<file path="config.mk">
export PLATFORM = sky130hd
export DESIGN_NAME = udcrt_timer
export DESIGN_NICKNAME = d
export VERILOG_FILES = /design/src/hw/udcrt_pkg.sv /design/src/hw/udcrt_timer.sv /design/src/hw/udcrt_pin_sampler.sv
export VERILOG_INCLUDE_DIRS = /design/src /design/src/hw
export SDC_FILE = /design/constraint.sdc
export NUM_CORES = 1
export LEC_CHECK = 0
export ABC_AREA = 1
export ABC_CLOCK_PERIOD_IN_PS = 1800
export BUFFER_PORTS_ARGS = -buffer_cell sky130_fd_sc_hd__buf_2
export CAP_MARGIN = 25
export CORE_AREA = 2 2 105 107
export CTS_BUF_LIST = sky130_fd_sc_hd__clkbuf_8
export DETAILED_ROUTE_END_ITERATION = 16
export DIE_AREA = 0 0 107 109
export PLACE_DENSITY = 0.86
export SLEW_MARGIN = 20
export SYNTH_ARGS = -nofsm -noshare
export SYNTH_HDL_FRONTEND = slang
export SYNTH_SLANG_ARGS = --single-unit
</file>
<file path="constraint.sdc">
create_clock -name ref_clk -period 1.8 [get_ports ref_clk]
set_input_delay 0.18 -clock ref_clk [delete_from_list [all_inputs] [get_ports ref_clk]]
set_output_delay 0.18 -clock ref_clk [all_outputs]
set_load 0.02 [all_outputs]
</file>
<file path="src/hw/udcrt_map.svh">
/*
 Register indices, reset values and machine-cycle timing of the up/down capture/reload timer.
 Assumes the core clock is the oscillator clock; included by the package and the bench.
*/
`ifndef UDCRT_MAP_SVH
`define UDCRT_MAP_SVH

// register indices; the byte address on the bus is four times the index
`define UDCRT_IDX_CONTROL    8'hC8
`define UDCRT_IDX_MODE       8'hC9
`define UDCRT_IDX_RELOAD_LO  8'hCA
`define UDCRT_IDX_RELOAD_HI  8'hCB
`define UDCRT_IDX_COUNT_LO   8'hCC
`define UDCRT_IDX_COUNT_HI   8'hCD
`define UDCRT_ADDR_W         12

// reset values
`define UDCRT_CONTROL_RST    8'h00
`define UDCRT_MODE_RST       8'h00
`define UDCRT_BYTE_RST       8'h00
`define UDCRT_MODE_USED      8'h03

// machine cycle timing, in oscillator periods
`define UDCRT_OSC_PER_MC     4'hC
`define UDCRT_PH_APPLY       4'h4
`define UDCRT_PH_SAMPLE      4'h9
`define UDCRT_COUNT_MAX      16'hFFFF

`endif

</file>
<file path="src/hw/udcrt_pkg.sv">
/*
 Types of the up/down capture/reload timer: register layouts, bus carriers and state enums.
 Assumes udcrt_map.svh is on the include path.
*/
`include "udcrt_map.svh"

package udcrt_pkg;

	typedef struct packed {
		logic overflow_flag;
		logic external_edge_flag;
		logic rx_serial_clock_select;
		logic tx_serial_clock_select;
		logic external_trigger_enable;
		logic run_control;
		logic count_source_select;
		logic capture_reload_select;
	} udcrt_ctrl_t;

	typedef struct packed {
		logic [5:0] reserved;
		logic       clock_output_enable;
		logic       down_count_enable;
	} udcrt_mode_t;

	typedef struct packed {
		logic                       hsel;
		logic [`UDCRT_ADDR_W-1:0]   haddr;
		logic [1:0]                 htrans;
		logic                       hwrite;
		logic [2:0]                 hsize;
		logic [31:0]                hwdata;
		logic                       hready;
	} udcrt_ahb_req_t;

	typedef struct packed {
		logic        hreadyout;
		logic        hresp;
		logic [31:0] hrdata;
	} udcrt_ahb_rsp_t;

	typedef enum logic [1:0] {UDCRT_OFF, UDCRT_AUTO_RELOAD, UDCRT_CAPTURE, UDCRT_BAUD} udcrt_op_mode_t;

	typedef enum logic [1:0] {BUS_IDLE, BUS_WRITE, BUS_READ_WAIT, BUS_READ_DONE} udcrt_bus_state_t;

endpackage

</file>
<file path="src/hw/udcrt_timer.sv">
/*
 Up/down capture/reload 16-bit timer with baud ticks and clock output, AHB-Lite register slave.
 Assumes ref_clk is the oscillator clock, pins are asynchronous, and the core gates interrupts.
*/
// Design decision made here: the AHB-Lite interface to the registers.
`timescale 1ns/1ps

module udcrt_timer
(
	input  wire logic                      ref_clk,
	input  wire logic                      srst,
	input  wire udcrt_pkg::udcrt_ahb_req_t ahb_req,
	output udcrt_pkg::udcrt_ahb_rsp_t      ahb_rsp,
	input  wire logic                      event_count_pin_in,
	input  wire logic                      trigger_direction_pin,
	output logic                           clock_output_pin_out,
	output logic                           clock_output_pin_oe_n,
	input  wire logic                      timer_int_enable,
	output logic                           timer_irq,
	output logic                           rx_baud_tick,
	output logic                           tx_baud_tick
);
	import udcrt_pkg::*;

	udcrt_bus_state_t          bus_state;
	udcrt_bus_state_t          next_bus_state;
	logic [`UDCRT_ADDR_W-1:0]  addr_q;
	logic [31:0]               hrdata;
	udcrt_ctrl_t               ctrl;
	udcrt_mode_t               mode;
	logic [15:0]               count;
	logic [15:0]               reload;
	logic [3:0]                phase;
	logic                      half;
	logic                      evt_pend;
	logic [1:0]                pin_raw;
	logic [1:0]                pin_level;
	logic [1:0]                pin_fall;
	udcrt_op_mode_t            op_mode;
	logic                      take;
	logic                      wr_en;
	logic [7:0]                wdata;
	logic                      wr_ctrl;
	logic                      wr_mode;
	logic                      wr_rl;
	logic                      wr_rh;
	logic                      wr_cl;
	logic                      wr_ch;
	logic                      baud;
	logic                      clkout;
	logic                      updown;
	logic                      count_up;
	logic                      mc_apply;
	logic                      cnt_tick;
	logic                      roll_up;
	logic                      underflow;
	logic                      rollover;
	logic                      reload_on_ovf;
	logic                      trig;
	logic                      capture_evt;
	logic                      trig_reload;
	logic                      tf_set;
	logic                      exf_set;
	logic                      exf_toggle;

	function automatic logic hit(input logic [`UDCRT_ADDR_W-1:0] a, input logic [7:0] idx);
		hit = (a == {2'h0, idx, 2'h0});
	endfunction

	// bus slave: writes take no wait state, reads take one
	assign take = ahb_req.hsel & ahb_req.htrans[1] & ahb_req.hready;

	always_comb
	begin
		next_bus_state = BUS_IDLE;
		case (bus_state)
			BUS_READ_WAIT: next_bus_state = BUS_READ_DONE;
			BUS_IDLE, BUS_WRITE, BUS_READ_DONE:
				if (take)
					next_bus_state = ahb_req.hwrite ? BUS_WRITE : BUS_READ_WAIT;
			default: next_bus_state = BUS_IDLE;
		endcase
	end

	always_ff @(posedge ref_clk)
	begin
		if (srst)
			bus_state <= BUS_IDLE;
		else
			bus_state <= next_bus_state;
	end

	always_ff @(posedge ref_clk)
	begin
		if (srst)
			addr_q <= '0;
		else if (take && bus_state != BUS_READ_WAIT)
			addr_q <= ahb_req.haddr;
	end

	assign wr_en   = (bus_state == BUS_WRITE);
	assign wdata   = ahb_req.hwdata[7:0];
	assign wr_ctrl = wr_en & hit(addr_q, `UDCRT_IDX_CONTROL);
	assign wr_mode = wr_en & hit(addr_q, `UDCRT_IDX_MODE);
	assign wr_rl   = wr_en & hit(addr_q, `UDCRT_IDX_RELOAD_LO);
	assign wr_rh   = wr_en & hit(addr_q, `UDCRT_IDX_RELOAD_HI);
	assign wr_cl   = wr_en & hit(addr_q, `UDCRT_IDX_COUNT_LO);
	assign wr_ch   = wr_en & hit(addr_q, `UDCRT_IDX_COUNT_HI);

	// unmapped addresses read zero
	always_ff @(posedge ref_clk)
	begin
		if (srst)
			hrdata <= 32'h0000_0000;
		else if (bus_state == BUS_READ_WAIT)
		begin
			hrdata <= 32'h0000_0000;
			if (hit(addr_q, `UDCRT_IDX_CONTROL))
				hrdata[7:0] <= ctrl;
			else if (hit(addr_q, `UDCRT_IDX_MODE))
				hrdata[7:0] <= mode & `UDCRT_MODE_USED;
			else if (hit(addr_q, `UDCRT_IDX_RELOAD_LO))
				hrdata[7:0] <= reload[7:0];
			else if (hit(addr_q, `UDCRT_IDX_RELOAD_HI))
				hrdata[7:0] <= reload[15:8];
			else if (hit(addr_q, `UDCRT_IDX_COUNT_LO))
				hrdata[7:0] <= count[7:0];
			else if (hit(addr_q, `UDCRT_IDX_COUNT_HI))
				hrdata[7:0] <= count[15:8];
		end
	end

	always_comb
	begin
		ahb_rsp.hreadyout = (bus_state != BUS_READ_WAIT);
		ahb_rsp.hresp     = 1'b0;
		ahb_rsp.hrdata    = hrdata;
	end

	// machine cycle phase and the half-rate step used for baud and clock out
	always_ff @(posedge ref_clk)
	begin
		if (srst)
		begin
			phase <= 4'h0;
			half  <= 1'b0;
		end
		else
		begin
			phase <= (phase == `UDCRT_OSC_PER_MC - 4'h1) ? 4'h0 : phase + 4'h1;
			half  <= ~half;
		end
	end

	assign pin_raw = {trigger_direction_pin, event_count_pin_in};

	genvar g;
	for (g = 0; g < 2; g++)
	begin : g_pin
		udcrt_pin_sampler u_sampler
		(
			.ref_clk   (ref_clk),
			.srst      (srst),
			.pin_async (pin_raw[g]),
			.sample    (phase == `UDCRT_PH_SAMPLE),
			.level     (pin_level[g]),
			.fall      (pin_fall[g])
		);
	end

	// event held until the apply phase of the next cycle
	always_ff @(posedge ref_clk)
	begin
		if (srst)
			evt_pend <= 1'b0;
		else if (pin_fall[0])
			evt_pend <= 1'b1;
		else if (phase == `UDCRT_PH_APPLY)
			evt_pend <= 1'b0;
	end

	assign baud   = ctrl.rx_serial_clock_select | ctrl.tx_serial_clock_select;
	assign clkout = mode.clock_output_enable & ~ctrl.count_source_select;

	always_comb
	begin
		if (!ctrl.run_control)
			op_mode = UDCRT_OFF;
		else if (baud)
			op_mode = UDCRT_BAUD;
		else if (ctrl.capture_reload_select)
			op_mode = UDCRT_CAPTURE;
		else
			op_mode = UDCRT_AUTO_RELOAD;
	end

	// direction pin steers only with down counting enabled
	assign updown   = (op_mode == UDCRT_AUTO_RELOAD) & mode.down_count_enable;
	assign count_up = ~updown | pin_level[1];
	assign mc_apply = (phase == `UDCRT_PH_APPLY);

	always_comb
	begin
		if (op_mode == UDCRT_OFF)
			cnt_tick = 1'b0;
		else if (ctrl.count_source_select)
			cnt_tick = evt_pend & mc_apply;
		else if (baud || clkout)
			cnt_tick = half;
		else
			cnt_tick = mc_apply;
	end

	assign roll_up   = cnt_tick & count_up & (count == `UDCRT_COUNT_MAX);
	// down count underflows at the reload value
	assign underflow = cnt_tick & ~count_up & (count == reload);
	assign rollover  = roll_up | underflow;
	// serial clocking forces reload on overflow
	assign reload_on_ovf = ~ctrl.capture_reload_select | baud;

	assign trig        = pin_fall[1] & ctrl.external_trigger_enable & ~baud;
	assign capture_evt = trig & ctrl.capture_reload_select;
	assign trig_reload = trig & ~ctrl.capture_reload_select & ~mode.down_count_enable;

	// overflow and trigger reloads; software byte writes win
	always_ff @(posedge ref_clk)
	begin
		if (srst)
			count <= {`UDCRT_BYTE_RST, `UDCRT_BYTE_RST};
		else
		begin
			if (roll_up)
				count <= reload_on_ovf ? reload : count + 16'h0001;
			else if (underflow)
				count <= `UDCRT_COUNT_MAX;
			else if (trig_reload)
				count <= reload;
			else if (cnt_tick)
				count <= count_up ? count + 16'h0001 : count - 16'h0001;
			if (wr_cl)
				count[7:0] <= wdata;
			if (wr_ch)
				count[15:8] <= wdata;
		end
	end

	// one reload pair serves reload, baud and clock out; capture beats a write
	always_ff @(posedge ref_clk)
	begin
		if (srst)
			reload <= {`UDCRT_BYTE_RST, `UDCRT_BYTE_RST};
		else
		begin
			if (wr_rl)
				reload[7:0] <= wdata;
			if (wr_rh)
				reload[15:8] <= wdata;
			if (capture_evt)
				reload <= count;
		end
	end

	// overflow flag in capture and reload modes
	// flag set on the very rollover edge
	assign tf_set     = rollover & ~baud & ~clkout;
	assign exf_set    = capture_evt | trig_reload;
	// edge flag as seventeenth count bit
	assign exf_toggle = rollover & updown;

	// control layout; hardware set beats software clear
	always_ff @(posedge ref_clk)
	begin
		if (srst)
			ctrl <= udcrt_ctrl_t'(`UDCRT_CONTROL_RST);
		else
		begin
			if (wr_ctrl)
				ctrl <= udcrt_ctrl_t'(wdata);
			if (tf_set)
				ctrl.overflow_flag <= 1'b1;
			if (exf_set)
				ctrl.external_edge_flag <= 1'b1;
			else if (exf_toggle)
				ctrl.external_edge_flag <= ~ctrl.external_edge_flag;
		end
	end

	// mode register keeps two bits, reserved read zero
	always_ff @(posedge ref_clk)
	begin
		if (srst)
			mode <= udcrt_mode_t'(`UDCRT_MODE_RST);
		else if (wr_mode)
			mode <= udcrt_mode_t'(wdata & `UDCRT_MODE_USED);
	end

	// flag request; edge flag silent in up/down mode
	always_ff @(posedge ref_clk)
	begin
		if (srst)
			timer_irq <= 1'b0;
		else
			timer_irq <= timer_int_enable & (ctrl.overflow_flag | (ctrl.external_edge_flag & ~mode.down_count_enable));
	end

	// half-rate steps give the 50 percent clock
	always_ff @(posedge ref_clk)
	begin
		if (srst)
		begin
			clock_output_pin_out  <= 1'b0;
			clock_output_pin_oe_n <= 1'b1;
			rx_baud_tick          <= 1'b0;
			tx_baud_tick          <= 1'b0;
		end
		else
		begin
			clock_output_pin_oe_n <= ~clkout;
			if (clkout && rollover)
				clock_output_pin_out <= ~clock_output_pin_out;
			rx_baud_tick <= rollover & ctrl.rx_serial_clock_select;
			tx_baud_tick <= rollover & ctrl.tx_serial_clock_select;
		end
	end
endmodule

</file>
<file path="src/hw/udcrt_pin_sampler.sv">
/*
 Pin sampler: two-flop synchroniser, then one sample per machine cycle and a falling-edge pulse.
 Assumes the sample strobe is one clock wide, once per machine cycle, on the same clock.
*/
`timescale 1ns/1ps

module udcrt_pin_sampler
(
	input  wire logic ref_clk,
	input  wire logic srst,
	input  wire logic pin_async,
	input  wire logic sample,
	output logic      level,
	output logic      fall
);
	logic sync_a;
	logic sync_b;

	always_ff @(posedge ref_clk)
	begin
		if (srst)
		begin
			sync_a <= 1'b1;
			sync_b <= 1'b1;
		end
		else
		begin
			sync_a <= pin_async;
			sync_b <= sync_a;
		end
	end

	// high in one sample, low in the next gives a one-clock pulse
	always_ff @(posedge ref_clk)
	begin
		if (srst)
		begin
			level <= 1'b1;
			fall  <= 1'b0;
		end
		else
		begin
			fall <= sample & level & ~sync_b;
			if (sample)
				level <= sync_b;
		end
	end

endmodule

</file>
# Yosys cells after proc, flatten, opt, wreduce, memory -nomap -nowiden

Cells that the tools add are included.

Flip-flop bits (word level): 83
Bits in latches: 0
Memory bits (writable): 0
ROM bits: 0
Output and inout port bits: 39
Logic and storage cells: 147
Memories: 0

Add/subtract/negate cells: 3
Multipliers: 0
Div/mod/pow operators: 0
$lt $le $gt $ge: 0
Equal/unequal tests: 16
Shift-type cells: 0
Multiplexer cells: 32
Bitwise logic cells: 49
Reduce and logical (&&, ||, !) cells: 14

Operators by type and width:

| operator              | number |
|---|---|
| $mux 16               | 7 |
| $mux 8                | 11 |
| $eq 12x10->1 const B  | 6 |
| $and 1x1->1           | 31 |
| $add 16x1->16 const B | 1 |
| $eq 16x16->1          | 1 |
| $eq 16x16->1 const B  | 1 |
| $sub 16x1->16 const B | 1 |
| $not 1->1             | 12 |
| $mux 2                | 5 |
| $reduce_bool 5->1     | 2 |
| $eq 4x4->1 const B    | 2 |
| $mux 1                | 8 |
| $reduce_bool 2->1     | 4 |
| $or 1x1->1            | 6 |
| $add 4x1->4 const B   | 1 |
| $eq 2x1->1 const B    | 2 |
| $eq 2x2->1 const B    | 2 |
| $eq 4x3->1 const B    | 1 |
| $logic_not 2->1       | 2 |
| $pmux 2 s2            | 1 |
| $reduce_bool 3->1     | 1 |
| $reduce_or 3->1       | 1 |
| $logic_and 1x1->1     | 2 |
| other kinds (3)       | 3 |

# Longest topological paths before layout

Gate-level depths: netlist of the first run.

Depth after elaboration: 14
Mapped depth: 16
Mapped depth without buffers: 15

# By module

From an unflattened synthesis of the first run, not the netlist that was laid out.

Cell total of the unflattened synthesis: 916
Area total of the unflattened synthesis: 5736.8 um2

Modules (own cells, without submodules):

| module            | times used | cells an instance | area each (um2) | seq. area each (um2) |
|---|---|---|---|---|
| udcrt_timer       | 1          | 886               | 5481.5          | 1501.4 |
| udcrt_pin_sampler | 2          | 15                | 127.6           | 80.1 |

# Worst setup path before layout of the first run

OpenSTA, ideal clock, no wires.

Kind: reg2reg
From: reg phase[0]
To: reg ctrl[6] (netlist bit)
Library setup time: 0.110 ns
Data arrival time: 1.539 ns
Required time: 1.690 ns
Path slack: 0.152 ns
Stages on the path, launching flop included: 16
Period minus slack after synthesis: 1.648 ns
Path through: dfxtp_1 inv_1 ha_1 nand2_1 nor2_1 nand2_1 nand2_1 nand3_2 inv_2 nand2_2 nand2_2 nand2_1 nand2_1 nand3_1 nand2_1 inv_1

Word-level cells in the longest chain between the ends: 10
Elaborated cells on any way between the ends: 14

RTL lines:

| item                                               | RTL line                               | source |
|---|---|---|
| start, declared                                    | udcrt_timer.sv:33                      | `logic [3:0] phase;` |
| start signal, assigned                             | udcrt_timer.sv:150                     | `` phase <= (phase == `UDCRT_OSC_PER_MC - 4'h1) ? 4'h0 : phase + 4'h1; `` |
| $eq 4x3->1 (no line) (*)                           | --                                     |  |
| $mux 1 / $and 1x1->1 (equally long branches)       | udcrt_timer.sv:208, udcrt_timer.sv:207 |  |
| $mux 1 (*)                                         | udcrt_timer.sv:206                     | `else if (ctrl.count_source_select)` |
| $mux 1 (*)                                         | udcrt_timer.sv:204                     | `if (op_mode == UDCRT_OFF)` |
| $and 1x1->1, on equally long branches (2 in a row) | udcrt_timer.sv:214, udcrt_timer.sv:216 |  |
| $or 1x1->1 (*)                                     | udcrt_timer.sv:217                     | `assign rollover = roll_up \| underflow;` |
| $and 1x1->1 (*)                                    | udcrt_timer.sv:268                     | `assign exf_toggle = rollover & updown;` |
| $mux 1                                             | udcrt_timer.sv:283                     | `else if (exf_toggle)` |
| $mux 1                                             | udcrt_timer.sv:281                     | `if (exf_set)` |
| end signal, assigned                               | udcrt_timer.sv:274                     | `` ctrl <= udcrt_ctrl_t'(`UDCRT_CONTROL_RST); `` |
| end signal, assigned                               | udcrt_timer.sv:278                     | `ctrl <= udcrt_ctrl_t'(wdata);` |
| end, declared                                      | udcrt_timer.sv:29                      | `udcrt_ctrl_t ctrl;` |

Mark *: on every way between the ends. The rest lies on a longest branch, timed or not.
A chain may end at the register's enable or synchronous reset.

# Worst setup path in the final report of the first run

From: reg count[3]
To: reg count[8]

Word-level cells in the longest chain between the ends: 7
Elaborated cells on any way between the ends: 14

RTL lines:

| item                                                  | RTL line                               | source |
|---|---|---|
| start, declared                                       | udcrt_timer.sv:31                      | `logic [15:0] count;` |
| start signal, assigned                                | udcrt_timer.sv:229                     | `` count <= {`UDCRT_BYTE_RST, `UDCRT_BYTE_RST}; `` |
| start signal, assigned                                | udcrt_timer.sv:233                     | `count <= reload_on_ovf ? reload : count + 16'h0001;` |
| start signal, assigned                                | udcrt_timer.sv:235                     | `` count <= `UDCRT_COUNT_MAX; `` |
| $sub 16x1->16 / $add 16x1->16 (equally long branches) | udcrt_timer.sv:239, udcrt_timer.sv:233 |  |
| $mux 16                                               | udcrt_timer.sv:239                     | `count <= count_up ? count + 16'h0001 : count - 16'h0001;` |
| $mux 16                                               | udcrt_timer.sv:238                     | `else if (cnt_tick)` |
| $mux 16                                               | udcrt_timer.sv:236                     | `else if (trig_reload)` |
| $mux 16                                               | udcrt_timer.sv:234                     | `else if (underflow)` |
| $mux 16                                               | udcrt_timer.sv:232                     | `if (roll_up)` |
| $mux 8                                                | udcrt_timer.sv:242                     | `if (wr_ch)` |

Parallel ways exist; a longest one is shown, timed or not. The select of a mux whose other input is x is not followed.

==> flow_metrics.tcl, run 1 <==
set metrics [dict create \
    vias 7165 \
    die_h_microns 109 \
    cts_htree_levels 3 \
    n_antenna_cell 0 \
    core-area_sq_um 10600 \
    dieArea_sq_um 11700 \
    crit_type "register to register" \
    drv_slew 0 \
    rr_startpoint "count[3]" \
    antenna_found_initial 0 \
    ff2ff_path_depth 9 \
    wl_microns 21500 \
    via_per_inst 5.57 \
    hpwlAfterDp_microns 16000 \
    endpoint_kind "register" \
    grt_use_met1 0.445 \
    rows 38 \
    power.leakage_nw 3.68 \
    synth_warnings 0 \
    clock_latency_ns 0.38 \
    timing.final.crit_share 1.02 \
    setup_viol 2 \
    dr.pass1.iters 6 \
    gr-usage-met3 0.0550 \
    status "finished with violations" \
    grt-ovfl-total 0 \
    skew_ns 0.00651 \
    syn_inst 1009 \
    critPathMaxFanout 5 \
    numCtsBuffers 9 \
    hp-class "primary input to register" \
    drive_above_1_share 0.262 \
    syn2layout_area_growth_pct 25.4 \
    gr-usage-all-layers 0.360 \
    r2r_end "count[8]" \
    synth_seq_cells 83 \
    worst_slew_pin_slew_ns 0.516 \
    clock_sinks 83 \
    boundaryPins 96 \
    start_kind "register" \
    grt_start_max_net_pins 43 \
    cts_max_path_buffers 2 \
    cts_root_buf "clkbuf_8" \
    final_util 0.718 \
    pre_cts_ws_ns -0.0953 \
    placed_cell_area_sq_um 6910 \
    final_cell_mix "nand2_1 (282), buf_4 (101), inv_1 (96), o21ai_0 (88), nor2_1 (86)" \
    cts.reportedPaths.clkPinSlew_ns 0.08 \
    start_util 0.572 \
    place_inst 1248 \
    rrSetupSlack_ns -0.03 \
    syn_avg_cell_area_sq_um 6.02 \
    grt_pass1_vias 6486 \
    postRouteAntennaNets 0 \
    failed_checks "setup timing" \
    finalPower_mw 3.75 \
    cts_tree "built" \
    syn_area_sq_um 6070 \
    max_cap_viol_count 0 \
    gr-usage-met2 0.599 \
    drc 0 \
    fill_cells 905 \
    drtIter0Drc 840 \
    fmax_mhz 547 \
    grt_setup_unrepaired "yes" \
    final_common_cell "nand2_1" \
    layout.cells.non_filler 1286 \
    layout_min_cycle_time_ns 1.83 \
    endpoint "count[8]" \
    gp_congestion 1.02 \
    required_ns 2.04 \
    grt_pass1_wl_microns 32300 \
    whs_ns 0.0224 \
    p_per_area_nw_per_um2 492 \
    max-slew-margin-rel 0.656 \
    wl_per_cell_microns 16.7 \
    vdd_drop_max_uv 613 \
    seq_area_frac_synth 0.274 \
    setup_ws_ns -0.0285 \
    arrival_ns 2.07 \
    fp.dieW_microns 107 \
    busiest_layer "met2" \
    layout.nets 1203 \
    hold_viol 0 \
    crit_path_start "count[3]" \
    ys_types 42 \
    design_area_sq_um 7610 \
    timing.setup.tns_ns -0.0400 \
    io_buffer_count 42 \
]
==> cell families (layout without fill, tap and decap cells) <==
logic type	after synthesis	after routing	share of synthesized area
compound gates	188	188	0.163
xor+xnor	14	14	0.0202
fa+ha+maj	5	5	0.0103
buf+inv	182	293	0.137
flops	83	83	0.274
other cells	1	25	0.000618
simple gates	536	538	0.396
==> layout make-up <==
| type | count | area (sq um) | share of cell area |
|---|---|---|---|
| Timing Repair Buffer | 155 | 1130 | 0.148 |
| Clock inverter | 7 | 98.8 | 0.0130 |
| Sequential cell | 83 | 1700 | 0.224 |
| Inverter | 122 | 479 | 0.0629 |
| Clock buffer | 9 | 124 | 0.0163 |
| Tap cell | 140 | 175 | 0.0230 |
| Multi-Input combinational cell | 770 | 3910 | 0.513 |
==> timing repair <==
action | CTS | global route
cloned | 1 | 1
resized for setup | 27 | 81
buffers inserted | 2 | 16
endpoints found under the setup margin | 20 | 49
hold buffers | 2 | 0
endpoints found under the hold margin | 2 | 0
pin swaps | 6 | 26
==> layer usage <==
layer	vias up	wire, microns	part of all wire
li1	3451	-	-
met1	3200	8460	0.39
met2	414	9750	0.45
met3	100	1930	0.090
met4	0	1320	0.061
met5	-	0	0
==> how the worst min path moves through the flow <==
stage | startpoint | end | cells past startpoint
CTS | ahb_req[47] | addr_q[8] | 3
global route | ahb_req[47] | addr_q[8] | 3
floorplan | event_count_pin_in | g_pin[0].u_sampler.sync_a | 1
global placement | trigger_direction_pin | g_pin[1].u_sampler.sync_a | 2
detailed placement | event_count_pin_in | g_pin[0].u_sampler.sync_a | 2
finish | ahb_req[47] | addr_q[8] | 3
==> sequential cells by signal, indices dropped and copies added (netlist names), 2 cells and up <==
| signal | cells |
|---|---|
| mode | 2 |
| addr_q | 12 |
| count | 16 |
| hrdata | 8 |
| g_pin.u_sampler.fall | 2 |
| ctrl | 8 |
| g_pin.u_sampler.level | 2 |
| phase | 4 |
| reload | 16 |
| bus_state | 2 |
| g_pin.u_sampler.sync_a | 2 |
| g_pin.u_sampler.sync_b | 2 |
==> cells in the mapped netlist, drive strengths merged <==
| master | number | area, sq um |
|---|---|---|
| a21oi | 71 | 363 |
| a31oi | 1 | 6.26 |
| and2 | 2 | 12.5 |
| buf | 42 | 304 |
| clkbuf | 18 | 68.8 |
| clkinv | 1 | 3.75 |
| conb | 1 | 3.75 |
| dfxtp | 83 | 1660 |
| ha | 5 | 62.6 |
| inv | 121 | 454 |
| nand2 | 305 | 1190 |
| nand3 | 83 | 455 |
| nand3b | 1 | 7.51 |
| nand4 | 16 | 121 |
| nor2 | 110 | 495 |
| nor3 | 9 | 56.3 |
| nor4 | 2 | 12.5 |
| o211ai | 5 | 37.5 |
| o21a | 1 | 7.51 |
| o21ai | 98 | 490 |
| o21bai | 6 | 45.0 |
| o22ai | 6 | 37.5 |
| or2 | 8 | 52.6 |
| xnor2 | 5 | 43.8 |
| xor2 | 9 | 78.8 |
==> critical path, stage by stage, from the launching register on <==
cell and delay [ns]:
dfxtp_4 0.39, nand2_1 0.09, nor2_2 0.15, nand3_2 0.10, inv_1 0.08, nand4_1 0.23
nor2_2 0.36, a21oi_1 0.13, nand2_1 0.09, a21oi_1 0.06
==> power breakdown <==
group	switching, mW	internal, mW	total (mW)
clock network	0.715	0.790	1.50
registers	0.0228	1.86	1.88
logic	0.243	0.118	0.360
total	0.980	2.77	3.75
Power figures use the tool's default switching activity.
==> run 2: changes to the inputs <==
--- a/config.mk
+++ b/config.mk
@@ -10,11 +10,10 @@
 export ABC_CLOCK_PERIOD_IN_PS = 1800
 export BUFFER_PORTS_ARGS = -buffer_cell sky130_fd_sc_hd__buf_2
 export CAP_MARGIN = 25
-export CORE_AREA = 2 2 105 107
-export CTS_BUF_LIST = sky130_fd_sc_hd__clkbuf_8
+export CORE_AREA = 2 2 106 108
 export DETAILED_ROUTE_END_ITERATION = 16
-export DIE_AREA = 0 0 107 109
-export PLACE_DENSITY = 0.86
+export DIE_AREA = 0 0 108 110
+export PLACE_DENSITY = 0.85
 export SLEW_MARGIN = 20
 export SYNTH_ARGS = -nofsm -noshare
 export SYNTH_HDL_FRONTEND = slang
==> run 2 against run 1 <==
The flow still finishes with violations (setup timing). Cell count down 1.9%. Fmax up 0.77%. Via count down 2.1%. Clock power down 10%. Critical path depth down 1. Combinational power down 6.7%.
==> flow_metrics.tcl, run 2 (synthesis results as in run 1) <==
set metrics [dict create \
    status "finished with violations" \
    failed_checks "setup timing" \
    die_h_microns 110 \
    hold_end "timer_irq" \
    pre_cts_ws_ns -0.0770 \
    max_cap_viol_count 0 \
    via_per_inst 5.56 \
    clock_sinks 83 \
    final_common_cell "nand2_1" \
    grt_pass1_wl_microns 30300 \
    timing.final.crit_share 1.01 \
    cts_htree_levels 3 \
    antenna_found_initial 0 \
    ff2ff_path_depth 8 \
    boundaryPins 96 \
    hold_viol 0 \
    grt_start_max_net_pins 33 \
    finalPower_mw 3.58 \
    fp.dieW_microns 108 \
    cts_tree "built" \
    critPathMaxFanout 22 \
    layout.nets 1178 \
    reg_top3 "count x16, reload x16, addr_q x12" \
    rr_startpoint "ctrl[4]" \
    rows 38 \
    grt_setup_unrepaired "yes" \
    numCtsBuffers 9 \
    setup_viol 4 \
    final_cell_mix "nand2_1 (284), inv_1 (94), o21ai_0 (86), nor2_1 (84), buf_4 (78)" \
    postRouteAntennaNets 0 \
    p_per_area_nw_per_um2 483 \
    wl_per_cell_microns 16.2 \
    vias 7014 \
    grt_pass1_vias 6174 \
    drc 0 \
    rrSetupSlack_ns -0.01 \
    layout_min_cycle_time_ns 1.81 \
    gr-usage-all-layers 0.334 \
    dr.pass1.iters 5 \
    clock_latency_ns 0.38 \
    required_ns 2.10 \
    hp-start "timer_int_enable" \
    syn2layout_area_growth_pct 22.0 \
    dieArea_sq_um 11900 \
    skew_ns 0.0144 \
    layout.cells.non_filler 1261 \
    core-area_sq_um 10700 \
    hp-class "primary input to register" \
    cts.reportedPaths.clkPinSlew_ns 0.10 \
    vdd_drop_max_uv 554 \
    arrival_ns 2.11 \
    cts_max_path_buffers 2 \
    r2r_end "count[0]" \
    cts_root_buf "clkbuf_8" \
    crit_type "register to register" \
    hpwlAfterDp_microns 15300 \
    endpoint_kind "register" \
    place_inst 1229 \
    worst_hold_path.num_cells 3 \
    io_buffer_count 42 \
    fmax_mhz 551 \
    n_antenna_cell 0 \
    drive_above_1_share 0.247 \
    gp_congestion 1.01 \
    drv_slew 0 \
    start_kind "register" \
    wl_microns 20500 \
    power.leakage_nw 3.55 \
    grt-ovfl-total 0 \
    drtIter0Drc 578 \
    setup_ws_ns -0.0145 \
    start_util 0.567 \
]
==> run 2: changes by cell type in the layout (fill, tap and decap cells not counted), moves of 3 or more <==
cell     change
a21oi_1      -5
a21oi_2      +5
buf_4       -23
dfxtp_4      -3
nand2_4      -3
nor2_4       +3
==> run 2: through the flow <==
stage,cell area [sq um],hold slack (ns),util,TNS [ns]
6_report,7400,0.0236,0.692,-0.0370
5_1_grt,7400,0.0404,0.692,-1.49
4_1_cts,7000,0.0263,0.655,-0.0214
3_5_place_dp,6770,0.366,0.632,-0.808
3_3_place_gp,6770,0.366,0.632,-0.0616
2_1_floorplan,6160,0.284,-,0
==> run 2: where the power goes <==
group / internal [mW] / switching [mW] / leakage (nW)
clock: 0.537 / 0.815 / 0.0915
combinational: 0.105 / 0.230 / 2.78
sequential: 1.87 / 0.0224 / 0.684
==> run 2: worst max-delay path by stage <==
| stage | startpoint | end | slack [ns] | depth (start not counted) |
|---|---|---|---|---|
| final | ctrl[4] | count[0] | -0.01 | 8 |
| after global routing | phase[1] | count[2] | -0.13 | 13 |
| after CTS | phase[0] | count[0] | -0.02 | 12 |
| after detailed placement | phase[0] | count[0] | -0.08 | 12 |
| after global placement | phase[0] | count[2] | -0.03 | 13 |
| after floorplan | phase[0] | ctrl[6] | 0.15 | 15 |
==> run 2: layout make-up <==
type                            count  area (sq um)
Timing Repair Buffer              131           943
Inverter                          122           480
Clock inverter                      7          68.8
Fill cell                         978          3290
Sequential cell                    83          1690
Tap cell                          140           175
Multi-Input combinational cell    769          3920
Clock buffer                        9           124
==> run 2: repair_timing <==
item,4_1_cts,5_1_grt
setup buffers,0,13
hold endpoints to repair,2,0
resized for setup,7,105
pin swaps,1,24
hold buffers,2,0
setup endpoints to repair,20,44
cloned,0,1
==> run 2: critical path: stages (launching register included) <==
cell	delay (ns)
dfxtp_1	0.35
inv_1	0.10
nand2_1	0.10
nor2_1	0.13
nand3_2	0.23
buf_12	0.25
o21ai_0	0.26
o21ai_1	0.13
a21oi_2	0.18
==> run 2: metal layers <==
layer	global-route usage	vias up	part of all wire
li1	-	3415	-
met1	0.407	3156	0.39
met2	0.557	350	0.46
met3	0.0547	93	0.086
met4	0.201	0	0.063
met5	0	-	0
